==> src/hw/fbm_pkg.sv <==
package fbm_pkg;
  // ---------------------------------------------------------------
  // geometry defaults
  // ---------------------------------------------------------------
  localparam int AW_DEF = 4;
  localparam int DW_DEF = 8;
  localparam int AW_MIN = 3;
  localparam int AW_MAX = 12;
  localparam int DW_MAX = 24;

  // ---------------------------------------------------------------
  // register offsets (byte addresses, one word each)
  // ---------------------------------------------------------------
  localparam logic [7:0] OFS_CTRL = 8'h00;
  localparam logic [7:0] OFS_FULL_THR = 8'h04;
  localparam logic [7:0] OFS_AFULL_THR = 8'h08;
  localparam logic [7:0] OFS_AEMPTY_THR = 8'h0c;
  localparam logic [7:0] OFS_FLAGS = 8'h10;
  localparam logic [7:0] OFS_INT_STAT = 8'h14;
  localparam logic [7:0] OFS_INT_MASK = 8'h18;

  // ---------------------------------------------------------------
  // control fields and reset values
  // ---------------------------------------------------------------
  localparam int CTRL_W = 5;
  localparam int CTRL_FIFO_BIT = 0;
  localparam int CTRL_WM_LSB = 1;
  localparam int CTRL_ASYNC_A_BIT = 3;
  localparam int CTRL_ASYNC_B_BIT = 4;
  localparam logic [4:0] CTRL_RST = 5'h00;
  localparam int FULL_THR_MARGIN = 1;
  localparam int AFULL_THR_MARGIN = 4;
  localparam int AEMPTY_THR_RST = 3;
  localparam int FLG_CNT_LSB = 8;

  // ---------------------------------------------------------------
  // interrupt status bits
  // ---------------------------------------------------------------
  localparam int INT_FULL = 0;
  localparam int INT_AFULL = 1;
  localparam int INT_AEMPTY = 2;
  localparam int INT_EMPTY = 3;
  localparam int INT_OVF = 4;
  localparam int INT_UDF = 5;
  localparam int INT_W = 6;

  // ---------------------------------------------------------------
  // synchroniser lanes
  // ---------------------------------------------------------------
  localparam int SY_WCLK = 0;
  localparam int SY_RCLK = 1;
  localparam int SY_FRST = 2;
  localparam int SY_RWND = 3;
  localparam int SY_CLRA = 4;
  localparam int SY_CLRB = 5;
  localparam int SY_CWR = 6;
  localparam int SY_W = 7;
  localparam logic [6:0] SY_RST = 7'h40;

  typedef enum logic [1:0] {WM_NORMAL, WM_THROUGH, WM_RBW} fbm_wmode_t;
endpackage : fbm_pkg

==> src/hw/fbm_latch_if.sv <==
`timescale 1ns/100ps
interface fbm_latch_if #(
  parameter int DW = 8
);
  logic load;
  logic [DW-1:0] din;
  logic clr;
  logic async_mode;
  logic [DW-1:0] dout;

  // memory core side drives, latch side holds the word
  modport owner (output load, output din, output clr, output async_mode,
                 input dout);
  modport latch (input load, input din, input clr, input async_mode,
                 output dout);
endinterface : fbm_latch_if

==> src/hw/fbm_block_mem.sv <==
// Overview of operation
// normal mode: write leaves port output unchanged
// write-through: written word shows on output
// read-before-write: old word shows on output
// fifo write port: data, clock enable, enable, clock
// separate fifo read port with same controls
// four flags: full, almost full/empty, empty
// full flags update on write clock
// empty flags update on read clock
// full threshold from one to depth minus one
// almost thresholds one to full minus one
// fifo reset clears both pointers and flags
// rewind resets only the read pointer
// output latches clear sync or async
// local clear affects only its own port
// chip-wide reset clears both output latches
// user avoids full writes, empty reads, tracks packets
//
// Decided for this implementation: register access over AHB-Lite and the register offsets.
`timescale 1ns/100ps
module fbm_block_mem #(
  parameter int AW = fbm_pkg::AW_DEF,
  parameter int DW = fbm_pkg::DW_DEF
) (
  input wire logic sys_clk,
  input wire logic srst,
  input wire logic hsel,
  input wire logic [31:0] haddr,
  input wire logic [1:0] htrans,
  input wire logic hwrite,
  input wire logic [2:0] hsize,
  input wire logic [31:0] hwdata,
  input wire logic hready,
  output logic hreadyout,
  output logic hresp,
  output logic [31:0] hrdata,
  output logic irq,
  input wire logic [DW-1:0] write_data,
  input wire logic write_clock_enable,
  input wire logic write_enable,
  input wire logic write_clock,
  output logic [DW-1:0] read_data,
  input wire logic read_clock_enable,
  input wire logic read_strobe,
  input wire logic read_clock,
  input wire logic fifo_reset,
  input wire logic read_pointer_rewind,
  output logic full,
  output logic almost_full,
  output logic almost_empty,
  output logic empty,
  input wire logic a_en,
  input wire logic a_we,
  input wire logic [AW-1:0] a_addr,
  input wire logic [DW-1:0] a_wdata,
  output logic [DW-1:0] a_rdata,
  input wire logic b_en,
  input wire logic [AW-1:0] b_addr,
  input wire logic port_a_latch_clear,
  input wire logic port_b_latch_clear,
  input wire logic chip_wide_reset_n
);
  localparam int DEPTH = 1 << AW;
  localparam logic [AW:0] THR_MAX = (AW+1)'(DEPTH - 1);

  // ---------------------------------------------------------------
  // elaboration check
  // ---------------------------------------------------------------
  if (AW < fbm_pkg::AW_MIN || AW > fbm_pkg::AW_MAX ||
      DW < 1 || DW > fbm_pkg::DW_MAX) begin : g_bad_param
    $error("unsupported address or data width");
  end

  function automatic logic in_range(input logic [31:0] v,
                                    input logic [31:0] lo,
                                    input logic [31:0] hi);
    in_range = (v >= lo) && (v <= hi);
  endfunction : in_range

  // ---------------------------------------------------------------
  // pin synchronisers
  // ---------------------------------------------------------------
  logic [fbm_pkg::SY_W-1:0] sy1_ff, sy2_ff, sy3_ff;

  // two flops per pin; third stage only feeds clock edge detect
  always_ff @(posedge sys_clk) begin
    if (srst) begin
      sy1_ff <= fbm_pkg::SY_RST;
      sy2_ff <= fbm_pkg::SY_RST;
      sy3_ff <= fbm_pkg::SY_RST;
    end else begin
      sy1_ff <= {chip_wide_reset_n, port_b_latch_clear,
                 port_a_latch_clear, read_pointer_rewind, fifo_reset,
                 read_clock, write_clock};
      sy2_ff <= sy1_ff;
      sy3_ff <= sy2_ff;
    end
  end

  logic wr_edge, rd_edge, fifo_clr, rewind, cwr_low;
  assign wr_edge = sy2_ff[fbm_pkg::SY_WCLK] & ~sy3_ff[fbm_pkg::SY_WCLK];
  assign rd_edge = sy2_ff[fbm_pkg::SY_RCLK] & ~sy3_ff[fbm_pkg::SY_RCLK];
  assign fifo_clr = sy2_ff[fbm_pkg::SY_FRST];
  assign rewind = sy2_ff[fbm_pkg::SY_RWND];
  assign cwr_low = ~sy2_ff[fbm_pkg::SY_CWR];

  // ---------------------------------------------------------------
  // bus slave
  // ---------------------------------------------------------------
  logic ph_wr_ff;
  logic [7:0] ph_addr_ff;
  logic acc;
  logic [31:0] hrdata_ff;
  logic [31:0] rd_word;

  // zero wait states; every access answers OKAY
  assign hreadyout = 1'b1;
  assign hresp = 1'b0;
  assign acc = hsel & htrans[1] & hready;

  // address phase capture; only word writes are honoured
  always_ff @(posedge sys_clk) begin
    if (srst) begin
      ph_wr_ff <= 1'b0;
      ph_addr_ff <= 8'h00;
    end else begin
      ph_wr_ff <= acc & hwrite & (hsize == 3'h2);
      if (acc) begin
        ph_addr_ff <= haddr[7:0];
      end
    end
  end

  logic wr_ctrl, wr_full, wr_afull, wr_aempty, wr_istat, wr_imask;
  assign wr_ctrl = ph_wr_ff && (ph_addr_ff == fbm_pkg::OFS_CTRL);
  assign wr_full = ph_wr_ff && (ph_addr_ff == fbm_pkg::OFS_FULL_THR);
  assign wr_afull = ph_wr_ff && (ph_addr_ff == fbm_pkg::OFS_AFULL_THR);
  assign wr_aempty = ph_wr_ff && (ph_addr_ff == fbm_pkg::OFS_AEMPTY_THR);
  assign wr_istat = ph_wr_ff && (ph_addr_ff == fbm_pkg::OFS_INT_STAT);
  assign wr_imask = ph_wr_ff && (ph_addr_ff == fbm_pkg::OFS_INT_MASK);

  // ---------------------------------------------------------------
  // configuration registers
  // ---------------------------------------------------------------
  logic [fbm_pkg::CTRL_W-1:0] ctrl_ff;
  logic [AW:0] full_thr_ff, afull_thr_ff, aempty_thr_ff;
  logic [fbm_pkg::INT_W-1:0] int_stat_ff, int_mask_ff;

  always_ff @(posedge sys_clk) begin
    if (srst) begin
      ctrl_ff <= fbm_pkg::CTRL_RST;
    end else if (wr_ctrl) begin
      ctrl_ff <= hwdata[fbm_pkg::CTRL_W-1:0];
    end
  end

  // out-of-range threshold writes are dropped, old value stays
  always_ff @(posedge sys_clk) begin
    if (srst) begin
      full_thr_ff <= (AW+1)'(DEPTH - fbm_pkg::FULL_THR_MARGIN);
    end else if (wr_full &&
                 in_range(hwdata, 32'(afull_thr_ff) + 32'h1,
                          32'(THR_MAX)) &&
                 (hwdata > 32'(aempty_thr_ff))) begin
      full_thr_ff <= hwdata[AW:0];
    end
  end

  always_ff @(posedge sys_clk) begin
    if (srst) begin
      afull_thr_ff <= (AW+1)'(DEPTH - fbm_pkg::AFULL_THR_MARGIN);
      aempty_thr_ff <= (AW+1)'(fbm_pkg::AEMPTY_THR_RST);
    end else begin
      if (wr_afull &&
          in_range(hwdata, 32'h1, 32'(full_thr_ff) - 32'h1)) begin
        afull_thr_ff <= hwdata[AW:0];
      end
      if (wr_aempty &&
          in_range(hwdata, 32'h1, 32'(full_thr_ff) - 32'h1)) begin
        aempty_thr_ff <= hwdata[AW:0];
      end
    end
  end

  logic fifo_mode, ram_mode;
  fbm_pkg::fbm_wmode_t wmode;
  assign fifo_mode = ctrl_ff[fbm_pkg::CTRL_FIFO_BIT];
  assign ram_mode = ~fifo_mode;
  assign wmode = fbm_pkg::fbm_wmode_t'(ctrl_ff[fbm_pkg::CTRL_WM_LSB +: 2]);

  // ---------------------------------------------------------------
  // fifo pointers
  // ---------------------------------------------------------------
  logic [AW:0] wptr_ff, rptr_ff, nxt_wptr, nxt_rptr, count, nxt_count;
  logic full_ff, afull_ff, aempty_ff, empty_ff;
  logic wr_try, wr_go, rd_try, rd_go;

  assign count = wptr_ff - rptr_ff;
  assign wr_try = fifo_mode & wr_edge & write_clock_enable & write_enable;
  assign rd_try = fifo_mode & rd_edge & read_clock_enable & read_strobe;
  // blocking on the flag is a safety net for misbehaving fabric
  assign wr_go = wr_try & ~full_ff & ~fifo_clr;
  assign rd_go = rd_try & ~empty_ff & ~fifo_clr & ~rewind;

  // rewind takes priority over a read in the same cycle
  always_comb begin
    nxt_wptr = wptr_ff;
    nxt_rptr = rptr_ff;
    if (fifo_clr) begin
      nxt_wptr = '0;
      nxt_rptr = '0;
    end else begin
      if (wr_go) begin
        nxt_wptr = wptr_ff + 1'b1;
      end
      if (rewind) begin
        nxt_rptr = '0;
      end else if (rd_go) begin
        nxt_rptr = rptr_ff + 1'b1;
      end
    end
  end
  assign nxt_count = nxt_wptr - nxt_rptr;

  always_ff @(posedge sys_clk) begin
    if (srst) begin
      wptr_ff <= '0;
      rptr_ff <= '0;
    end else begin
      wptr_ff <= nxt_wptr;
      rptr_ff <= nxt_rptr;
    end
  end

  // ---------------------------------------------------------------
  // status flags
  // ---------------------------------------------------------------
  // write-side flags move only on write clock edges or fifo reset, so may lag reads
  always_ff @(posedge sys_clk) begin
    if (srst || fifo_clr) begin
      full_ff <= 1'b0;
      afull_ff <= 1'b0;
    end else if (wr_edge) begin
      full_ff <= (nxt_count >= full_thr_ff);
      afull_ff <= (nxt_count >= afull_thr_ff);
    end
  end

  // read-side flags move only on read clock edges or fifo reset; empty is count 0
  always_ff @(posedge sys_clk) begin
    if (srst || fifo_clr) begin
      empty_ff <= 1'b1;
      aempty_ff <= 1'b1;
    end else if (rd_edge) begin
      empty_ff <= (nxt_count == '0);
      aempty_ff <= (nxt_count <= aempty_thr_ff);
    end
  end

  assign full = full_ff;
  assign almost_full = afull_ff;
  assign almost_empty = aempty_ff;
  assign empty = empty_ff;

  // ---------------------------------------------------------------
  // interrupts
  // ---------------------------------------------------------------
  logic [3:0] flg_prev_ff;
  logic [fbm_pkg::INT_W-1:0] ev, iclr;

  always_ff @(posedge sys_clk) begin
    if (srst) begin
      flg_prev_ff <= 4'hc; // flag reset levels, so no false edge
    end else begin
      flg_prev_ff <= {empty_ff, aempty_ff, afull_ff, full_ff};
    end
  end

  always_comb begin
    ev = '0;
    ev[fbm_pkg::INT_FULL] = full_ff & ~flg_prev_ff[0];
    ev[fbm_pkg::INT_AFULL] = afull_ff & ~flg_prev_ff[1];
    ev[fbm_pkg::INT_AEMPTY] = aempty_ff & ~flg_prev_ff[2];
    ev[fbm_pkg::INT_EMPTY] = empty_ff & ~flg_prev_ff[3];
    ev[fbm_pkg::INT_OVF] = wr_try & full_ff;
    ev[fbm_pkg::INT_UDF] = rd_try & empty_ff;
  end

  assign iclr = wr_istat ? hwdata[fbm_pkg::INT_W-1:0] : '0;

  // write one to clear; a new event in the same cycle wins
  always_ff @(posedge sys_clk) begin
    if (srst) begin
      int_stat_ff <= '0;
      int_mask_ff <= '0;
    end else begin
      int_stat_ff <= (int_stat_ff & ~iclr) | ev;
      if (wr_imask) begin
        int_mask_ff <= hwdata[fbm_pkg::INT_W-1:0];
      end
    end
  end

  assign irq = |(int_stat_ff & int_mask_ff);

  // ---------------------------------------------------------------
  // register read path
  // ---------------------------------------------------------------
  always_comb begin
    rd_word = '0;
    case (haddr[7:0])
      fbm_pkg::OFS_CTRL: rd_word[fbm_pkg::CTRL_W-1:0] = ctrl_ff;
      fbm_pkg::OFS_FULL_THR: rd_word[AW:0] = full_thr_ff;
      fbm_pkg::OFS_AFULL_THR: rd_word[AW:0] = afull_thr_ff;
      fbm_pkg::OFS_AEMPTY_THR: rd_word[AW:0] = aempty_thr_ff;
      fbm_pkg::OFS_FLAGS: begin
        rd_word[3:0] = {empty_ff, aempty_ff, afull_ff, full_ff};
        rd_word[fbm_pkg::FLG_CNT_LSB +: AW+1] = count;
      end
      fbm_pkg::OFS_INT_STAT: rd_word[fbm_pkg::INT_W-1:0] = int_stat_ff;
      fbm_pkg::OFS_INT_MASK: rd_word[fbm_pkg::INT_W-1:0] = int_mask_ff;
      default: rd_word = '0;
    endcase
  end

  // read data is sampled in the address phase, held in data phase
  always_ff @(posedge sys_clk) begin
    if (srst) begin
      hrdata_ff <= '0;
    end else if (acc && !hwrite) begin
      hrdata_ff <= rd_word;
    end
  end
  assign hrdata = hrdata_ff;

  // ---------------------------------------------------------------
  // memory array
  // ---------------------------------------------------------------
  logic [DW-1:0] mem [DEPTH];
  logic a_wr;
  logic [DW-1:0] a_old, b_word, fifo_word;

  assign a_wr = ram_mode & a_en & a_we;
  assign a_old = mem[a_addr];
  assign b_word = mem[b_addr];
  assign fifo_word = mem[rptr_ff[AW-1:0]];

  // port A owns the array in ram mode, the fifo writer otherwise
  always_ff @(posedge sys_clk) begin
    if (a_wr) begin
      mem[a_addr] <= a_wdata;
    end else if (wr_go) begin
      mem[wptr_ff[AW-1:0]] <= write_data;
    end
  end

  // ---------------------------------------------------------------
  // output latches
  // ---------------------------------------------------------------
  fbm_latch_if #(.DW(DW)) pa_if ();
  fbm_latch_if #(.DW(DW)) pb_if ();

  // port A load follows the selected write behaviour
  always_comb begin
    pa_if.load = 1'b0;
    pa_if.din = a_old;
    if (ram_mode && a_en) begin
      if (!a_we) begin
        pa_if.load = 1'b1;
      end else begin
        case (wmode)
          fbm_pkg::WM_THROUGH: begin
            pa_if.load = 1'b1;
            pa_if.din = a_wdata;
          end
          fbm_pkg::WM_RBW: begin
            pa_if.load = 1'b1;
          end
          default: begin
            pa_if.load = 1'b0;
          end
        endcase
      end
    end
  end

  // port B serves ram reads and fifo reads
  assign pb_if.load = rd_go | (ram_mode & b_en);
  assign pb_if.din = rd_go ? fifo_word : b_word;
  assign pa_if.clr = sy2_ff[fbm_pkg::SY_CLRA] | cwr_low;
  assign pb_if.clr = sy2_ff[fbm_pkg::SY_CLRB] | cwr_low;
  assign pa_if.async_mode = ctrl_ff[fbm_pkg::CTRL_ASYNC_A_BIT];
  assign pb_if.async_mode = ctrl_ff[fbm_pkg::CTRL_ASYNC_B_BIT];

  fbm_out_latch #(.DW(DW)) u_latch_a (
    .sys_clk(sys_clk),
    .srst(srst),
    .lif(pa_if.latch)
  );

  fbm_out_latch #(.DW(DW)) u_latch_b (
    .sys_clk(sys_clk),
    .srst(srst),
    .lif(pb_if.latch)
  );

  assign a_rdata = pa_if.dout;
  assign read_data = pb_if.dout;

  // ---------------------------------------------------------------
  // checks
  // ---------------------------------------------------------------
  property p_norm_hold;
    @(posedge sys_clk) disable iff (srst)
    (a_wr && wmode != fbm_pkg::WM_THROUGH && wmode != fbm_pkg::WM_RBW
     && !pa_if.clr) ##1 !pa_if.clr |-> $stable(a_rdata);
  endproperty
  a_norm_hold: assert property (p_norm_hold)
    else $error("normal write changed port A output");

  property p_thru;
    @(posedge sys_clk) disable iff (srst)
    (a_wr && wmode == fbm_pkg::WM_THROUGH && !pa_if.clr) ##1
    !pa_if.clr |-> (a_rdata == $past(a_wdata));
  endproperty
  a_thru: assert property (p_thru)
    else $error("write-through word missing on port A");

  property p_rbw;
    @(posedge sys_clk) disable iff (srst)
    (a_wr && wmode == fbm_pkg::WM_RBW && !pa_if.clr) ##1
    !pa_if.clr |-> (a_rdata == $past(a_old));
  endproperty
  a_rbw: assert property (p_rbw)
    else $error("old word missing on read-before-write");

  property p_wr_adv;
    @(posedge sys_clk) disable iff (srst)
    wr_go |=> (wptr_ff == (AW+1)'($past(wptr_ff) + 1'b1));
  endproperty
  a_wr_adv: assert property (p_wr_adv)
    else $error("fifo write did not advance write pointer");

  property p_rd_data;
    @(posedge sys_clk) disable iff (srst)
    (rd_go && !pb_if.clr) ##1 !pb_if.clr |->
    (read_data == $past(fifo_word));
  endproperty
  a_rd_data: assert property (p_rd_data)
    else $error("fifo read delivered wrong word");

  property p_full_wclk;
    @(posedge sys_clk) disable iff (srst)
    (!wr_edge && !fifo_clr) |=> ($stable(full_ff) && $stable(afull_ff));
  endproperty
  a_full_wclk: assert property (p_full_wclk)
    else $error("full flags moved without write clock");

  property p_empty_rclk;
    @(posedge sys_clk) disable iff (srst)
    (!rd_edge && !fifo_clr) |=>
    ($stable(empty_ff) && $stable(aempty_ff));
  endproperty
  a_empty_rclk: assert property (p_empty_rclk)
    else $error("empty flags moved without read clock");

  property p_thr_full;
    @(posedge sys_clk) disable iff (srst)
    (full_thr_ff >= (AW+1)'(1)) && (full_thr_ff <= THR_MAX);
  endproperty
  a_thr_full: assert property (p_thr_full)
    else $error("full threshold out of range");

  property p_thr_almost;
    @(posedge sys_clk) disable iff (srst)
    (afull_thr_ff >= (AW+1)'(1)) && (afull_thr_ff < full_thr_ff) &&
    (aempty_thr_ff >= (AW+1)'(1)) && (aempty_thr_ff < full_thr_ff);
  endproperty
  a_thr_almost: assert property (p_thr_almost)
    else $error("almost threshold out of range");

  property p_fifo_clr;
    @(posedge sys_clk) disable iff (srst)
    fifo_clr |=> (wptr_ff == '0 && rptr_ff == '0 && empty_ff &&
                  aempty_ff && !full_ff && !afull_ff);
  endproperty
  a_fifo_clr: assert property (p_fifo_clr)
    else $error("fifo reset left pointers or flags");

  property p_rewind;
    @(posedge sys_clk) disable iff (srst)
    (rewind && !fifo_clr && !wr_go) |=>
    (rptr_ff == '0 && wptr_ff == $past(wptr_ff));
  endproperty
  a_rewind: assert property (p_rewind)
    else $error("rewind disturbed write pointer");

  property p_chip_clr;
    @(posedge sys_clk) disable iff (srst)
    cwr_low |=> (a_rdata == '0 && read_data == '0);
  endproperty
  a_chip_clr: assert property (p_chip_clr)
    else $error("chip reset did not clear both latches");

  c_full: cover property (@(posedge sys_clk) disable iff (srst)
    $rose(full_ff));
  c_rewind: cover property (@(posedge sys_clk) disable iff (srst)
    rewind && count != '0);
  c_thru: cover property (@(posedge sys_clk) disable iff (srst)
    a_wr && wmode == fbm_pkg::WM_THROUGH);
  c_irq: cover property (@(posedge sys_clk) disable iff (srst)
    $rose(irq));
endmodule : fbm_block_mem

==> src/hw/fbm_out_latch.sv <==
`timescale 1ns/100ps
module fbm_out_latch #(
  parameter int DW = 8
) (
  input wire logic sys_clk,
  input wire logic srst,
  fbm_latch_if.latch lif
);
  // ---------------------------------------------------------------
  // elaboration check
  // ---------------------------------------------------------------
  if ($bits(lif.din) != DW) begin : g_bad_width
    $error("latch width does not match interface");
  end

  logic [DW-1:0] dout_ff;
  logic aclr;

  // clr comes from flops, so the async path sees no glitches
  assign aclr = lif.clr & lif.async_mode;

  // output latch, cleared sync or async as configured
  always_ff @(posedge sys_clk or posedge aclr) begin
    if (aclr) begin
      dout_ff <= '0;
    end else if (srst || lif.clr) begin
      dout_ff <= '0;
    end else if (lif.load) begin
      dout_ff <= lif.din;
    end
  end

  assign lif.dout = dout_ff;

  // ---------------------------------------------------------------
  // checks
  // ---------------------------------------------------------------
  property p_clr_zero;
    @(posedge sys_clk) disable iff (srst)
    lif.clr |=> (lif.dout == '0);
  endproperty
  a_clr_zero: assert property (p_clr_zero)
    else $error("latch not cleared after local clear");

  property p_async_now;
    @(posedge sys_clk) disable iff (srst)
    (lif.clr && lif.async_mode) |-> (lif.dout == '0);
  endproperty
  a_async_now: assert property (p_async_now)
    else $error("async clear did not act at once");
endmodule : fbm_out_latch

==> config.mk <==
export PLATFORM = sky130hd
export DESIGN_NAME = fbm_block_mem
export DESIGN_NICKNAME = d
export VERILOG_FILES = /design/src/hw/fbm_pkg.sv /design/src/hw/fbm_latch_if.sv /design/src/hw/fbm_block_mem.sv /design/src/hw/fbm_out_latch.sv
export SDC_FILE = /design/constraint.sdc
export NUM_CORES = 1
export LEC_CHECK = 0
export ABC_AREA = 1
export CAP_MARGIN = 25
export CORE_AREA = 3 3 234 190
export DETAILED_ROUTE_END_ITERATION = 7
export DIE_AREA = 0 0 237 193
export DONT_BUFFER_PORTS = 1
export GPL_TIMING_DRIVEN = 0
export PLACE_DENSITY = 0.51
export REMOVE_ABC_BUFFERS = 1
export SETUP_SLACK_MARGIN = 0.02
export SLEW_MARGIN = 5
export SYNTH_ARGS = -nofsm -noshare
export SYNTH_HDL_FRONTEND = slang
export SYNTH_SLANG_ARGS = --single-unit
==> constraint.sdc <==
create_clock -name sys_clk -period 2.5 [get_ports sys_clk]
set_input_delay 0 -clock sys_clk [delete_from_list [all_inputs] [get_ports sys_clk]]
set_output_delay 0 -clock sys_clk [all_outputs]
set_load 0.02 [all_outputs]
# Word-level counts from Yosys, hierarchy flattened
# Memory sizes are Yosys's and may differ from the RTL's. A register that Yosys moved wholly into a read port is not among the register bits.
# Index checks and enable logic that the tools add are counted.
[word_totals]
out_inout_bits = 55
inputBits = 112
register_bits = 102
word_cells = 153
latch_bits = 0
ramBits = 128
mem_count = 1
romBits = 0
[mem_list]
columns = ["memory", "depth", "word_bits", "rd", "rd_ports_with_merged_regs", "write_ports", "line_no", "source"]
rows = [
  ["mem", 16, 8, 3, 1, 1, "fbm_block_mem.sv:339", "logic [DW-1:0] mem [DEPTH];"],
]
[op_classes]
n_reduce_logical = 26
div = 0
multipliers = 0
addsub = 6
magnitude_cmp = 8
muxes = 30
bitwise = 47
shifts = 0
n_eq_ne = 14
[ops]
columns = ["cell", "count"]
rows = [
  ["$mux 8", 9],
  ["$eq 8x5->1 const B", 5],
  ["$eq 8x4->1 const B", 4],
  ["$ge 32x1->1 const B", 1],
  ["$ge 32x6->1", 1],
  ["$gt 32x5->1", 1],
  ["$le 32x32->1", 1],
  ["$le 32x4->1 const B", 1],
  ["$mux 5", 6],
  ["$and 1x1->1", 28],
  ["$pmux 4 s7", 1],
  ["$eq 8x3->1 const B", 2],
  ["$logic_not 8->1", 2],
  ["$logic_and 1x1->1", 14],
  ["$and 6x6->6", 2],
  ["$not 1->1", 12],
  ["$add 5x1->5 const B", 2],
  ["$ge 5x5->1", 2],
  ["$sub 5x5->5", 2],
  ["$mux 1", 9],
  ["$mux 4", 2],
  ["$reduce_or 8->1", 1],
  ["$add 5x1->6 const B", 1],
  ["$mux 6", 1],
  ["other kinds (16)", 21],
]

# Depth between registers and ports, before layout
# Gate-level depths: netlist of the first run.
[depth]
word_depth = 13
depth_mapped = 22
mapped_depth_nobuf = 22

# Modules after synthesis
# From an unflattened synthesis of the first run, not the netlist that was laid out.
[hier_totals]
cells_unflattened = 1790
area_unflattened_um2 = 14178.6
[by_module_without_submodules]
columns = ["mod", "cells_each", "area_each_um2", "n_inst", "seq_area_each_um2"]
rows = [
  ["fbm_block_mem", 1686, 13370.3, 1, 5565.3],
  ["fbm_out_latch", 52, 404.1, 2, 200.2],
]

# Worst setup path after synthesis of the first run
# No wires, ideal clock.
[synth_timing]
kind = "reg-to-reg"
from = "register empty_ff (netlist: empty)"
to = "register aempty_ff (netlist: almost_empty)"
setup_slack_ns = -0.291
stages_incl_launch_ff = 19
arrival_ns = 2.733
synth_period_minus_slack_ns = 2.791
required_time_ns = 2.441
setup_time_ns = 0.059
path_cell_list = "dfxtp_1 inv_1 nand4_2 clkinv_2 nand2_2 nand2_1 nor2_1 ha_1 inv_1 fa_1 a31oi_1 inv_1 nand3_1 nand2_1 ha_1 a21o_1 o22ai_1 nand3_1 nand2_1"
[synth_between]
elab_chain_len = 9
[synth_rtl]
columns = ["item", "line_no", "source"]
rows = [
  ["start, declared", "fbm_block_mem.sv:195", "logic full_ff, afull_ff, aempty_ff, empty_ff;"],
  ["start signal, assigned", "fbm_block_mem.sv:255", "empty_ff <= (nxt_count == '0);"],
  ["$not 1->1", "fbm_block_mem.sv:203", "assign rd_go = rd_try & ~empty_ff & ~fifo_clr & ~rewind;"],
  ["$and 1x1->1 (3 in series)", "fbm_block_mem.sv:203", ""],
  ["$mux 5", "fbm_block_mem.sv:218", "end else if (rd_go) begin"],
  ["$mux 5", "fbm_block_mem.sv:216", "if (rewind) begin"],
  ["$mux 5", "fbm_block_mem.sv:209", "if (fifo_clr) begin"],
  ["net nxt_rptr[0]", "fbm_block_mem.sv:194", "logic [AW:0] wptr_ff, rptr_ff, nxt_wptr, nxt_rptr, count, nxt_count;"],
  ["$sub 5x5->5", "fbm_block_mem.sv:223", "assign nxt_count = nxt_wptr - nxt_rptr;"],
  ["$le 5x5->1", "fbm_block_mem.sv:256", "aempty_ff <= (nxt_count <= aempty_thr_ff);"],
  ["end signal, assigned", "fbm_block_mem.sv:256", ""],
  ["end, declared", "fbm_block_mem.sv:195", ""],
]
# The timed path passes the listed nets, and every way through them passes these cells.
# A chain may end at the register's enable or synchronous reset.

# Final worst setup path of the first run
[layout_timing]
from = "register ctrl_ff[0] (netlist bit)"
to = "register aempty_ff (netlist: almost_empty)"
[layout_between]
elab_chain_len = 11
word_cells_on_any_way = 18
cone_classes = "add/sub: 1; order compare: 1; mux: 5; bitwise: 11"
[layout_rtl]
columns = ["item", "line_no", "source"]
rows = [
  ["start, declared", "fbm_block_mem.sv:145", "logic [fbm_pkg::CTRL_W-1:0] ctrl_ff;"],
  ["start signal, assigned", "fbm_block_mem.sv:151", "ctrl_ff <= fbm_pkg::CTRL_RST;"],
  ["start signal, assigned", "fbm_block_mem.sv:153", "ctrl_ff <= hwdata[fbm_pkg::CTRL_W-1:0];"],
  ["$and 1x1->1 (3 in series)", "fbm_block_mem.sv:200", "assign rd_try = fifo_mode & rd_edge & read_clock_enable & read_strobe;"],
  ["$and 1x1->1 (3 in series)", "fbm_block_mem.sv:203", ""],
  ["$mux 5", "fbm_block_mem.sv:218", ""],
  ["$mux 5", "fbm_block_mem.sv:216", ""],
  ["$mux 5", "fbm_block_mem.sv:209", ""],
  ["net nxt_rptr[0]", "fbm_block_mem.sv:194", ""],
  ["$sub 5x5->5", "fbm_block_mem.sv:223", ""],
  ["$le 5x5->1", "fbm_block_mem.sv:256", ""],
]
# The timed path passes the listed nets, and every way through them passes these cells.

==> results of run 1 <==
[worst min path at each step]
stage | slack, ns | endpoint | from | depth (start not counted)
after floorplan | 0.07 | rptr_ff[3] | srst | 1
after global placement | 0.07 | hrdata[9] | srst | 1
after detailed placement | 0.08 | hrdata[3] | srst | 1
after CTS | 0.00006 | u_latch_b.lif.dout[6] | b_addr[1] | 7
after global routing | 0.03 | u_latch_a.lif.dout[7] | a_we | 4
final | 0.008 | hrdata[12] | haddr[5] | 6
[placed cells by master, fill, tap and decap left out, types with 8 or more instances in the layout]
master / Yosys / routed
conb_1: 2 / 23
nand3_1: 152 / 142
xor2_1: 13 / 11
nand4_1: 20 / 20
o21ai_1: 5 / 12
ha_1: 71 / 59
inv_1: 197 / 187
dfrtp_1: 16 / 16
edfxtp_1: 128 / 128
nor3_1: 10 / 8
ha_4: 0 / 10
inv_2: 6 / 12
dlygate4sd3_1: 0 / 62
o211ai_1: 31 / 31
nor2_2: 7 / 10
nand2_2: 3 / 16
clkbuf_16: 0 / 29
dfxtp_1: 86 / 74
buf_12: 0 / 13
nor2_4: 3 / 24
buf_4: 23 / 48
buf_6: 0 / 18
o21ai_0: 231 / 218
a21oi_1: 235 / 227
nor2_1: 143 / 119
a21oi_2: 0 / 8
nand2_1: 255 / 236
o22ai_1: 11 / 10
[worst min-delay path: stages]
cell	delay, ns
nor2_1	0.02
nand2_1	0.07
or2_1	0.16
nor3_2	0.08
nand2_1	0.09
a21oi_1	0.06
[repair_timing]
action,in CTS,in global routing
setup buffers,44,34
pin swaps,29,54
endpoints found under the hold margin,116,3
setup endpoints to repair,198,135
gates resized for setup,117,76
hold buffers,61,3
gates cloned,2,3
[cells by family (layout without fill, tap and decap cells)]
family / after synthesis / count (layout) / share of synthesized area, %
AND/OR/NAND/NOR: 616 / 616 / 19.5
AO/OA/AOI/OAI: 539 / 539 / 20.5
buffers and inverters: 317 / 409 / 9.57
flip-flops: 230 / 230 / 42.7
adder cells (fa/ha/maj): 73 / 73 / 6.65
XOR/XNOR: 17 / 17 / 1.07
other: 2 / 25 / 0.0538
[final cells by class]
type,instances,area (sq um)
Antenna cell,2,5.00
Clock buffer,36,749
Clock inverter,12,106
Fill cell,4146,24500
Inverter,207,800
Multi-Input combinational cell,1268,7370
Sequential cell,230,6000
Tap cell,552,691
Timing Repair Buffer,154,1750
[report_power, final]
| group | switching, mW | leakage (nW) | internal [mW] |
|---|---|---|---|
| Sequential | 0.0769 | 2.07 | 4.05 |
| Combinational | 0.552 | 4.42 | 0.294 |
| Clock | 1.61 | 0.428 | 2.29 |
| Total | 2.24 | 6.92 | 6.63 |
[per-stage QoR]
stage	utilization, %	TNS [ns]	worst slack (ns)	std cells
floorplan	-	-21.78	-1.95	1705
global placement	33.7	-194.63	-3.88	2257
detailed placement	34.3	-82.00	-1.35	2270
CTS	39.9	-3.51	-0.463	2424
global route	41.6	-2.86	-0.684	2460
finish	41.6	-1.55	-0.518	2461
[synth_stat cells (all sizes together) (7+ instances only)]
| master | instances | share of area (%) |
|---|---|---|
| nand2 | 258 | 7.0 |
| o21ai | 236 | 8.5 |
| a21oi | 235 | 8.4 |
| inv | 203 | 5.5 |
| nand3 | 154 | 5.6 |
| nor2 | 153 | 4.4 |
| edfxtp | 128 | 28 |
| dfxtp | 86 | 12 |
| buf | 74 | 3.0 |
| ha | 71 | 6.4 |
| clkbuf | 36 | 0.97 |
| o211ai | 31 | 1.7 |
| nand4 | 21 | 0.99 |
| nor3 | 17 | 0.86 |
| dfrtp | 16 | 2.9 |
| xor2 | 13 | 0.82 |
| o22ai | 11 | 0.49 |
| a31oi | 8 | 0.36 |
| o21a | 7 | 0.38 |
[registers in the layout (all words and copies together), names as in the netlist, 6 cells and up]
signal,flops
sy2_ff,7
int_mask_ff,6
hrdata,11
mem,128
u_latch_a.lif.dout,8
u_latch_b.lif.dout,8
ph_addr_ff,8
sy1_ff,7
int_stat_ff,6
[routing by layer]
metal	up-vias	global-route usage, %	part of all wire [%]
met5	-	0	0
met4	0	6.86	3.0
met3	100	4.12	10
met2	627	32.4	42
met1	6352	32.0	45
li1	6324	-	-
==> results.ini, run 1 <==
[clocking]
cts-root-buf=clkbuf_16
clk_latency_ns=0.54
htreeDepth=1
cts_tree=done
cts_sinks=230
clkTransAtPathRegs_ns=0.06
clockBufferDepth=3
cts_made_buffers=27

[sta]
rsz0062_at_grt=true
max_freq_mhz=331
worstMarginPinSlew_ns=0.857
finalSetupViolCount=4
skew_ns=0.0188
finalHoldViolCount=0
layout_setup_ws_ns=-0.518
hold_slack_ns=0.00846
post-route-min-period_ns=3.02
slew_headroom_pct=42.8
finalMaxSlewViolations=0
fin_crit_sh_pct=121

[die]
start_util_pct=33.2
dieArea_sq_um=45700
rows=67
ioPinCount=167
fp.dieW_microns=237
dieHeight_microns=193
design.core.area_sq_um=42000

[status]
failed_checks=negative setup slack
status=finished, violations left

[detailed_routing]
first_iter_violations=1436
vias=13403
drc=0
viasPerCell=5.45
final_antenna_net_count=0
drtPass1Iterations=6
routedWlPerCell_microns=21.3
finalWirelength_microns=52500

[global_routing]
grt_pass1_vias=12362
grt_use_total_pct=21.8
grt_max_degree=95
antenna_found_initial=1
grt.overflow.total=0
grt_pass1_wl_microns=76900

[yosys]
synth-seq-area-share_pct=42.7
synth_seq_cells=230
synth_ff_type=edfxtp_1
synth_area_per_cell_sq_um=7.78
synthArstFlopShare_pct=6.96
ys_types=46
syn_area_sq_um=14000
synth_edf_count=128
ys_warn_count=0
syn_inst=1794

[critical_path]
worstPathArrival_ns=3.50
cp_num_cells=19
reg2reg_depth=19
reg2reg_from=ctrl_ff[0]
startpoint=ctrl_ff[0]
path_buf_inv=3
critical_path.slowest_cell=fa_2
crit_end=almost_empty
r2r_end=almost_empty
crit_path_frequent_cell=nand2_1
max_stage_delay_ns=0.41
critPathMaxFanout=3
cp-end-kind=flop
cp.required_ns=2.98
r2r_slack_ns=-0.52
crit_chain=nand3_4, nor2_4, buf_6, nand4_1, nand2_1, nand2_2, nor2_2, ha_2, inv_2, fa_2, a31oi_4, inv_1, nand3_2, nand2_4, ha_4, a21o_1, o22ai_4, nand3_1, nand2_1
path_class=reg2reg
cp_top_family=simple AND/OR/NAND/NOR gates
worstSetupStartpointType=flop

[power]
power_density_nw_per_um2=508
finalPower_mw=8.88
vdd_drop_max_uv=448
leakage_nw=6.92

[hold_path]
hp-class=in2reg

[layout]
nNetsFinal=2073
syn_to_final_growth_pct=25.2
postLayoutCellArea_sq_um=17500
drive_gt1_share_pct=14.6

[job]
maxCapViolations=0

[placed_design]
io_buffers=0
hpwlAfterDp_microns=34000
post_dp_cell_area_sq_um=14400
place.gp.congestion=0.952

No activity file was read; power rests on OpenSTA's default activity.
==> run 2: changes to the inputs <==
- SKIP_CTS_REPAIR_TIMING: not set -> 1
==> results.ini, run 2 (same netlist as run 1, synthesis figures left out) <==
[status]
status=finished, violations left
failed_checks=negative hold slack, negative setup slack

[placed_design]
place.gp.congestion=0.952  ; unchanged
io_buffers=0  ; unchanged
post_dp_cell_area_sq_um=14400  ; unchanged
place_ws_ns=-1.35  ; unchanged
place_inst=2270  ; unchanged
hpwlAfterDp_microns=34000  ; unchanged

[sta]
post-route-min-period_ns=2.97  ; -0.0517 ns
finalSetupViolCount=3  ; -1
skew_ns=0.0177  ; -0.00108 ns
layout_setup_ws_ns=-0.466  ; +0.0517 ns
finalMaxSlewViolations=0  ; unchanged
rsz0062_at_grt=true
finalHoldViolCount=16  ; +16
max_freq_mhz=337  ; +1.7%
fin_crit_sh_pct=119  ; -2.1 points
timing.setup.tns_ns=-1.34  ; +0.210 ns
slew_headroom_pct=40.9  ; -1.9 points
worstMarginPinSlew_ns=0.886  ; +0.0290 ns
hold_slack_ns=-0.0396  ; -0.0481 ns

[clocking]
cts_sinks=230  ; unchanged
htreeDepth=1  ; unchanged
cts-root-buf=clkbuf_16
cts_tree=done
clk_latency_ns=0.54  ; about the same
clkTransAtPathRegs_ns=0.06  ; about the same
cts_made_buffers=27  ; unchanged
clockBufferDepth=3  ; unchanged

[layout]
final_cell_mix=nand2_1 (242), a21oi_1 (226), o21ai_0 (218), inv_1 (190), nand3_1 (145)
postLayoutCellArea_sq_um=16900  ; -3.3%
largest_reg_flops=128  ; unchanged
nNetsFinal=2031  ; -2.0%
layout.cells.non_filler=2418  ; -1.7%
max_flop_register=mem
syn_to_final_growth_pct=21.1
drive_gt1_share_pct=12.7  ; -1.9 points
final_common_cell=nand2_1
post-route-util_pct=40.2  ; -1.4 points

[critical_path]
cp_top_family=adder cells
critical_path.slowest_cell=fa_2
worstPathArrival_ns=3.38  ; -0.12 ns
crit_chain=and3_4, nand3_4, nor2_4, inv_1, nand2_2, ha_1, inv_1, fa_2, ha_1, o21a_1, o21a_1, o21a_1, o21ai_2, a21oi_2
worstSetupStartpointType=flop
crit_path_frequent_cell=o21a_1
path_class=reg2reg
cp-end-kind=flop
critPathMaxFanout=7  ; +4
cp.required_ns=2.92  ; -0.06 ns
max_stage_delay_ns=0.56  ; +0.15 ns
path_buf_inv=2  ; -1

[power]
leakage_nw=6.66  ; -3.7%
power_density_nw_per_um2=523  ; +3.0%
p_seq_share_pct=46.7  ; +0.2 points
vdd_drop_max_uv=461  ; +2.9%
swShare_pct=25.2  ; -0.10 points
combPwrFrac_pct=9.2  ; -0.3 points
p_sw_mw=2.23  ; -0.74%
pwr-share-clk_pct=44.1  ; about the same
finalPower_mw=8.84  ; -0.34%
internal-power_mw=6.62  ; -0.21%

[detailed_routing]
vias=13131  ; -2.0%
highest_layer=met4
drc=0  ; unchanged
routedWlPerCell_microns=21.2  ; -0.74%
final_antenna_net_count=0  ; unchanged
wl_met1_microns=23800  ; +1.6%
viasPerCell=5.43  ; -0.29%
first_iter_violations=1415  ; -1.5%
wl_met2_microns=21700  ; -2.6%
route.met3.wl_microns=4240  ; -19%
drtPass1Iterations=6  ; unchanged
finalWirelength_microns=51200  ; -2.5%

[die]
dieArea_sq_um=45700  ; unchanged
design.core.area_sq_um=42000  ; unchanged
dieHeight_microns=193  ; unchanged
rows=67  ; unchanged
ioPinCount=167  ; unchanged
fp.dieW_microns=237  ; unchanged
start_util_pct=33.2  ; unchanged

[global_routing]
grt.overflow.total=0  ; unchanged
antenna_found_initial=1  ; unchanged
grt_use_total_pct=20.5  ; -1.4 points
grt_max_degree=95  ; unchanged
grt_pass1_wl_microns=72200  ; -6.1%
grt_pass1_vias=11563  ; -6.5%

[job]
maxCapViolations=0  ; unchanged

[hold_path]
hp-class=in2reg

-- run 2: cell types whose count changed in the layout (fill, tap and decap cells not counted), moves of 3 or more --
cell / change
nand2_2: -4
buf_4: -16
nor3_4: -3
inv_1: +3
nand3_1: +3
dlygate4sd3_1: -12
buf_6: -7
nor2_2: +4
nor2_1: -3
buf_12: -6
nand2_1: +6
-- run 2: path summary, 6_finish.rpt --
kind                       slack (ns)                     to  cells after the start       start
min reg2reg                      0.24  u_latch_b.lif.dout[1]                      2  ctrl_ff[4]
min                             -0.04  u_latch_a.lif.dout[0]                      5   a_addr[3]
max                             -0.47                   full                     14  ctrl_ff[0]
min in group asynchronous        0.24  u_latch_b.lif.dout[1]                      2  ctrl_ff[4]
max in group asynchronous        1.44  u_latch_a.lif.dout[5]                      3   sy2_ff[6]
max reg2reg                     -0.47                   full                     14  ctrl_ff[0]
-- run 2: worst min-delay path: cells and delay by family --
family / cells / cell delay [ns]
and+or+nand+nor: 4 / 0.35
AOI/OAI and AO/OA: 1 / 0.09
-- run 2: cell type report --
class / instances / area (sq um)
fill: 4198 / 25100
multi-input combinational: 1268 / 7290
sequential: 230 / 5990
timing repair buffer: 112 / 1260
inverter: 207 / 800
clock buffer: 36 / 749
tap: 552 / 691
clock inverter: 12 / 106
antenna: 1 / 2.50
-- run 2: per-layer routing --
metal	vias to the layer above	track usage [%]
li1	6242	-
met1	6236	30.9
met2	564	30.5
met3	89	2.86
met4	0	5.60
met5	-	0
-- run 2: power groups by stage --
stage / Sequential, mW / Clock [mW] / Combinational (mW)
after global routing: 4.13 / 4.10 / 0.895
after floorplan: 4.19 / 0 / 0.434
after detailed placement: 4.21 / 0 / 0.648
after global placement: 4.21 / 0 / 0.622
final: 4.13 / 3.90 / 0.817
after CTS: 4.13 / 3.94 / 0.650
==> run 3: changes to the inputs <==
- CAP_MARGIN: 25 -> 20
- PLACE_DENSITY: 0.51 -> not set
- PLACE_DENSITY_LB_ADDON: not set -> 0.2
==> results.ini, run 3 (same netlist as run 1, synthesis figures left out) <==
[status]
status=finished, violations left
failed_checks=negative hold slack, negative setup slack

[critical_path]
crit_chain=inv_1, nand4_1, nand2_1, nand2_1, nor2_1, ha_2, inv_2, fa_2, ha_1, o21a_1, o21a_1, o21a_1, o21ai_2, a21oi_1
cp.required_ns=2.92  ; about the same
critical_path.slowest_cell=fa_2
crit_path_frequent_cell=o21a_1
worstSetupStartpointType=flop
cp-end-kind=flop
max_stage_delay_ns=0.61  ; +0.05 ns
critPathMaxFanout=6  ; -1
path_buf_inv=2  ; unchanged
path_class=reg2reg
cp_top_family=adder cells
worstPathArrival_ns=3.52  ; +0.14 ns

[sta]
max_freq_mhz=323  ; -4.3%
slew_headroom_pct=20.6  ; -20 points
post-route-min-period_ns=3.10  ; +0.133 ns
layout_setup_ws_ns=-0.599  ; -0.133 ns
fin_crit_sh_pct=124  ; +5.3 points
worstMarginPinSlew_ns=1.18  ; +0.298 ns
hold_slack_ns=-0.0443  ; -0.00464 ns
skew_ns=0.00978  ; -0.00794 ns
finalHoldViolCount=17  ; +1
finalMaxSlewViolations=0  ; unchanged
rsz0062_at_grt=true
finalSetupViolCount=4  ; +1

[detailed_routing]
routedWlPerCell_microns=21.3  ; +0.48%
drtPass1Iterations=5  ; -1
viasPerCell=5.42  ; -0.12%
drc=0  ; unchanged
vias=13126  ; -0.038%
first_iter_violations=1393  ; -1.6%
finalWirelength_microns=51500  ; +0.56%
final_antenna_net_count=0  ; unchanged

[power]
leakage_nw=6.65  ; -0.17%
vdd_drop_max_uv=415  ; -10%
power_density_nw_per_um2=538  ; +2.8%

[die]
ioPinCount=167  ; unchanged
fp.dieW_microns=237  ; unchanged
rows=67  ; unchanged
design.core.area_sq_um=42000  ; unchanged
start_util_pct=33.2  ; unchanged
dieHeight_microns=193  ; unchanged
dieArea_sq_um=45700  ; unchanged

[global_routing]
grt_pass1_vias=11588  ; +0.22%
antenna_found_initial=1  ; unchanged
grt_pass1_wl_microns=71600  ; -0.81%
grt.overflow.total=0  ; unchanged
grt_use_total_pct=20.4  ; -0.041 points
grt_max_degree=95  ; unchanged

[layout]
largest_reg_flops=128  ; unchanged
fill_cells=4214  ; +0.38%
max_flop_register=mem
post-route-util_pct=40.0  ; -0.23 points
final_cell_mix=nand2_1 (242), a21oi_1 (231), o21ai_0 (219), inv_1 (188), nand3_1 (143)
multi_input_area_sq_um=7270  ; -0.33%
register_area_sq_um=5990  ; -0.13%
final_common_cell=nand2_1
syn_to_final_growth_pct=20.4
drive_gt1_share_pct=12.5  ; -0.17 points
nNetsFinal=2031  ; unchanged

[placed_design]
place_ws_ns=-1.34  ; +0.0120 ns
io_buffers=0  ; unchanged
hpwlAfterDp_microns=33600  ; -1.3%
place.gp.congestion=0.896  ; -5.9%

[clocking]
cts_made_buffers=27  ; unchanged
clk_latency_ns=0.54  ; about the same
cts_tree=done
clkTransAtPathRegs_ns=0.06  ; about the same
clockBufferDepth=3  ; unchanged
cts-root-buf=clkbuf_16
cts_sinks=230  ; unchanged
htreeDepth=1  ; unchanged

[job]
maxCapViolations=0  ; unchanged

[hold_path]
hp-class=in2reg

## run 3: routing by layer
metal / global-route usage (%) / routed length, microns
met3: 3.14 / 4470
met4: 5.30 / 1380
met5: 0 / 0
met2: 31.5 / 22100
met1: 29.9 / 23500
## run 3: area by class of cell
cell class	instances	share of cell area (%)
well taps	552	4.11
clock buffers	34	4.42
clock inverters	16	1.09
repair inverters	1	0.0298
inverters	207	4.76
flip-flops and latches	230	35.6
multi-input cells	1269	43.3
repair buffers	110	6.70
diodes	1	0.0149
## run 3: path summary, 6_finish.rpt
check	from	end	slack (ns)	cells past startpoint
setup / recovery	empty	full	-0.60	14
hold / removal	a_addr[3]	u_latch_a.lif.dout[5]	-0.04	5
setup reg to reg	empty	full	-0.60	14
hold reg to reg	ctrl_ff[4]	u_latch_b.lif.dout[1]	0.17	1
max in group asynchronous	sy2_ff[6]	u_latch_a.lif.dout[1]	1.45	3
min in group asynchronous	ctrl_ff[4]	u_latch_b.lif.dout[1]	0.17	1
## run 3: through the flow
stage                     power [mW]  area [sq um]  hold slack (ns)  cells  setup TNS [ns]
after global routing            9.34         16800          0.00437   2420           -3.00
final                           9.04         16800          -0.0443   2420           -1.82
after global placement          4.82         14200           0.0748   2257         -184.29
after floorplan                 4.62         13500           0.0669   1705          -21.78
after detailed placement        4.84         14400           0.0757   2276          -69.48
after CTS                       8.94         15300           -0.494   2326          -72.66
## run 3: power by group
| group | switching (mW) | internal (mW) | total (mW) | leakage (nW) |
|---|---|---|---|---|
| clock | 1.62 | 2.50 | 4.12 | 0.458 |
| combinational | 0.526 | 0.267 | 0.793 | 4.12 |
| sequential | 0.0745 | 4.05 | 4.13 | 2.07 |
| total | 2.22 | 6.82 | 9.04 | 6.65 |
## run 3: worst min-delay path: cells and delay by family
| family | cells | cell delay (ns) |
|---|---|---|
| AND/OR/NAND/NOR | 4 | 0.36 |
| AO/OA/AOI/OAI | 1 | 0.09 |
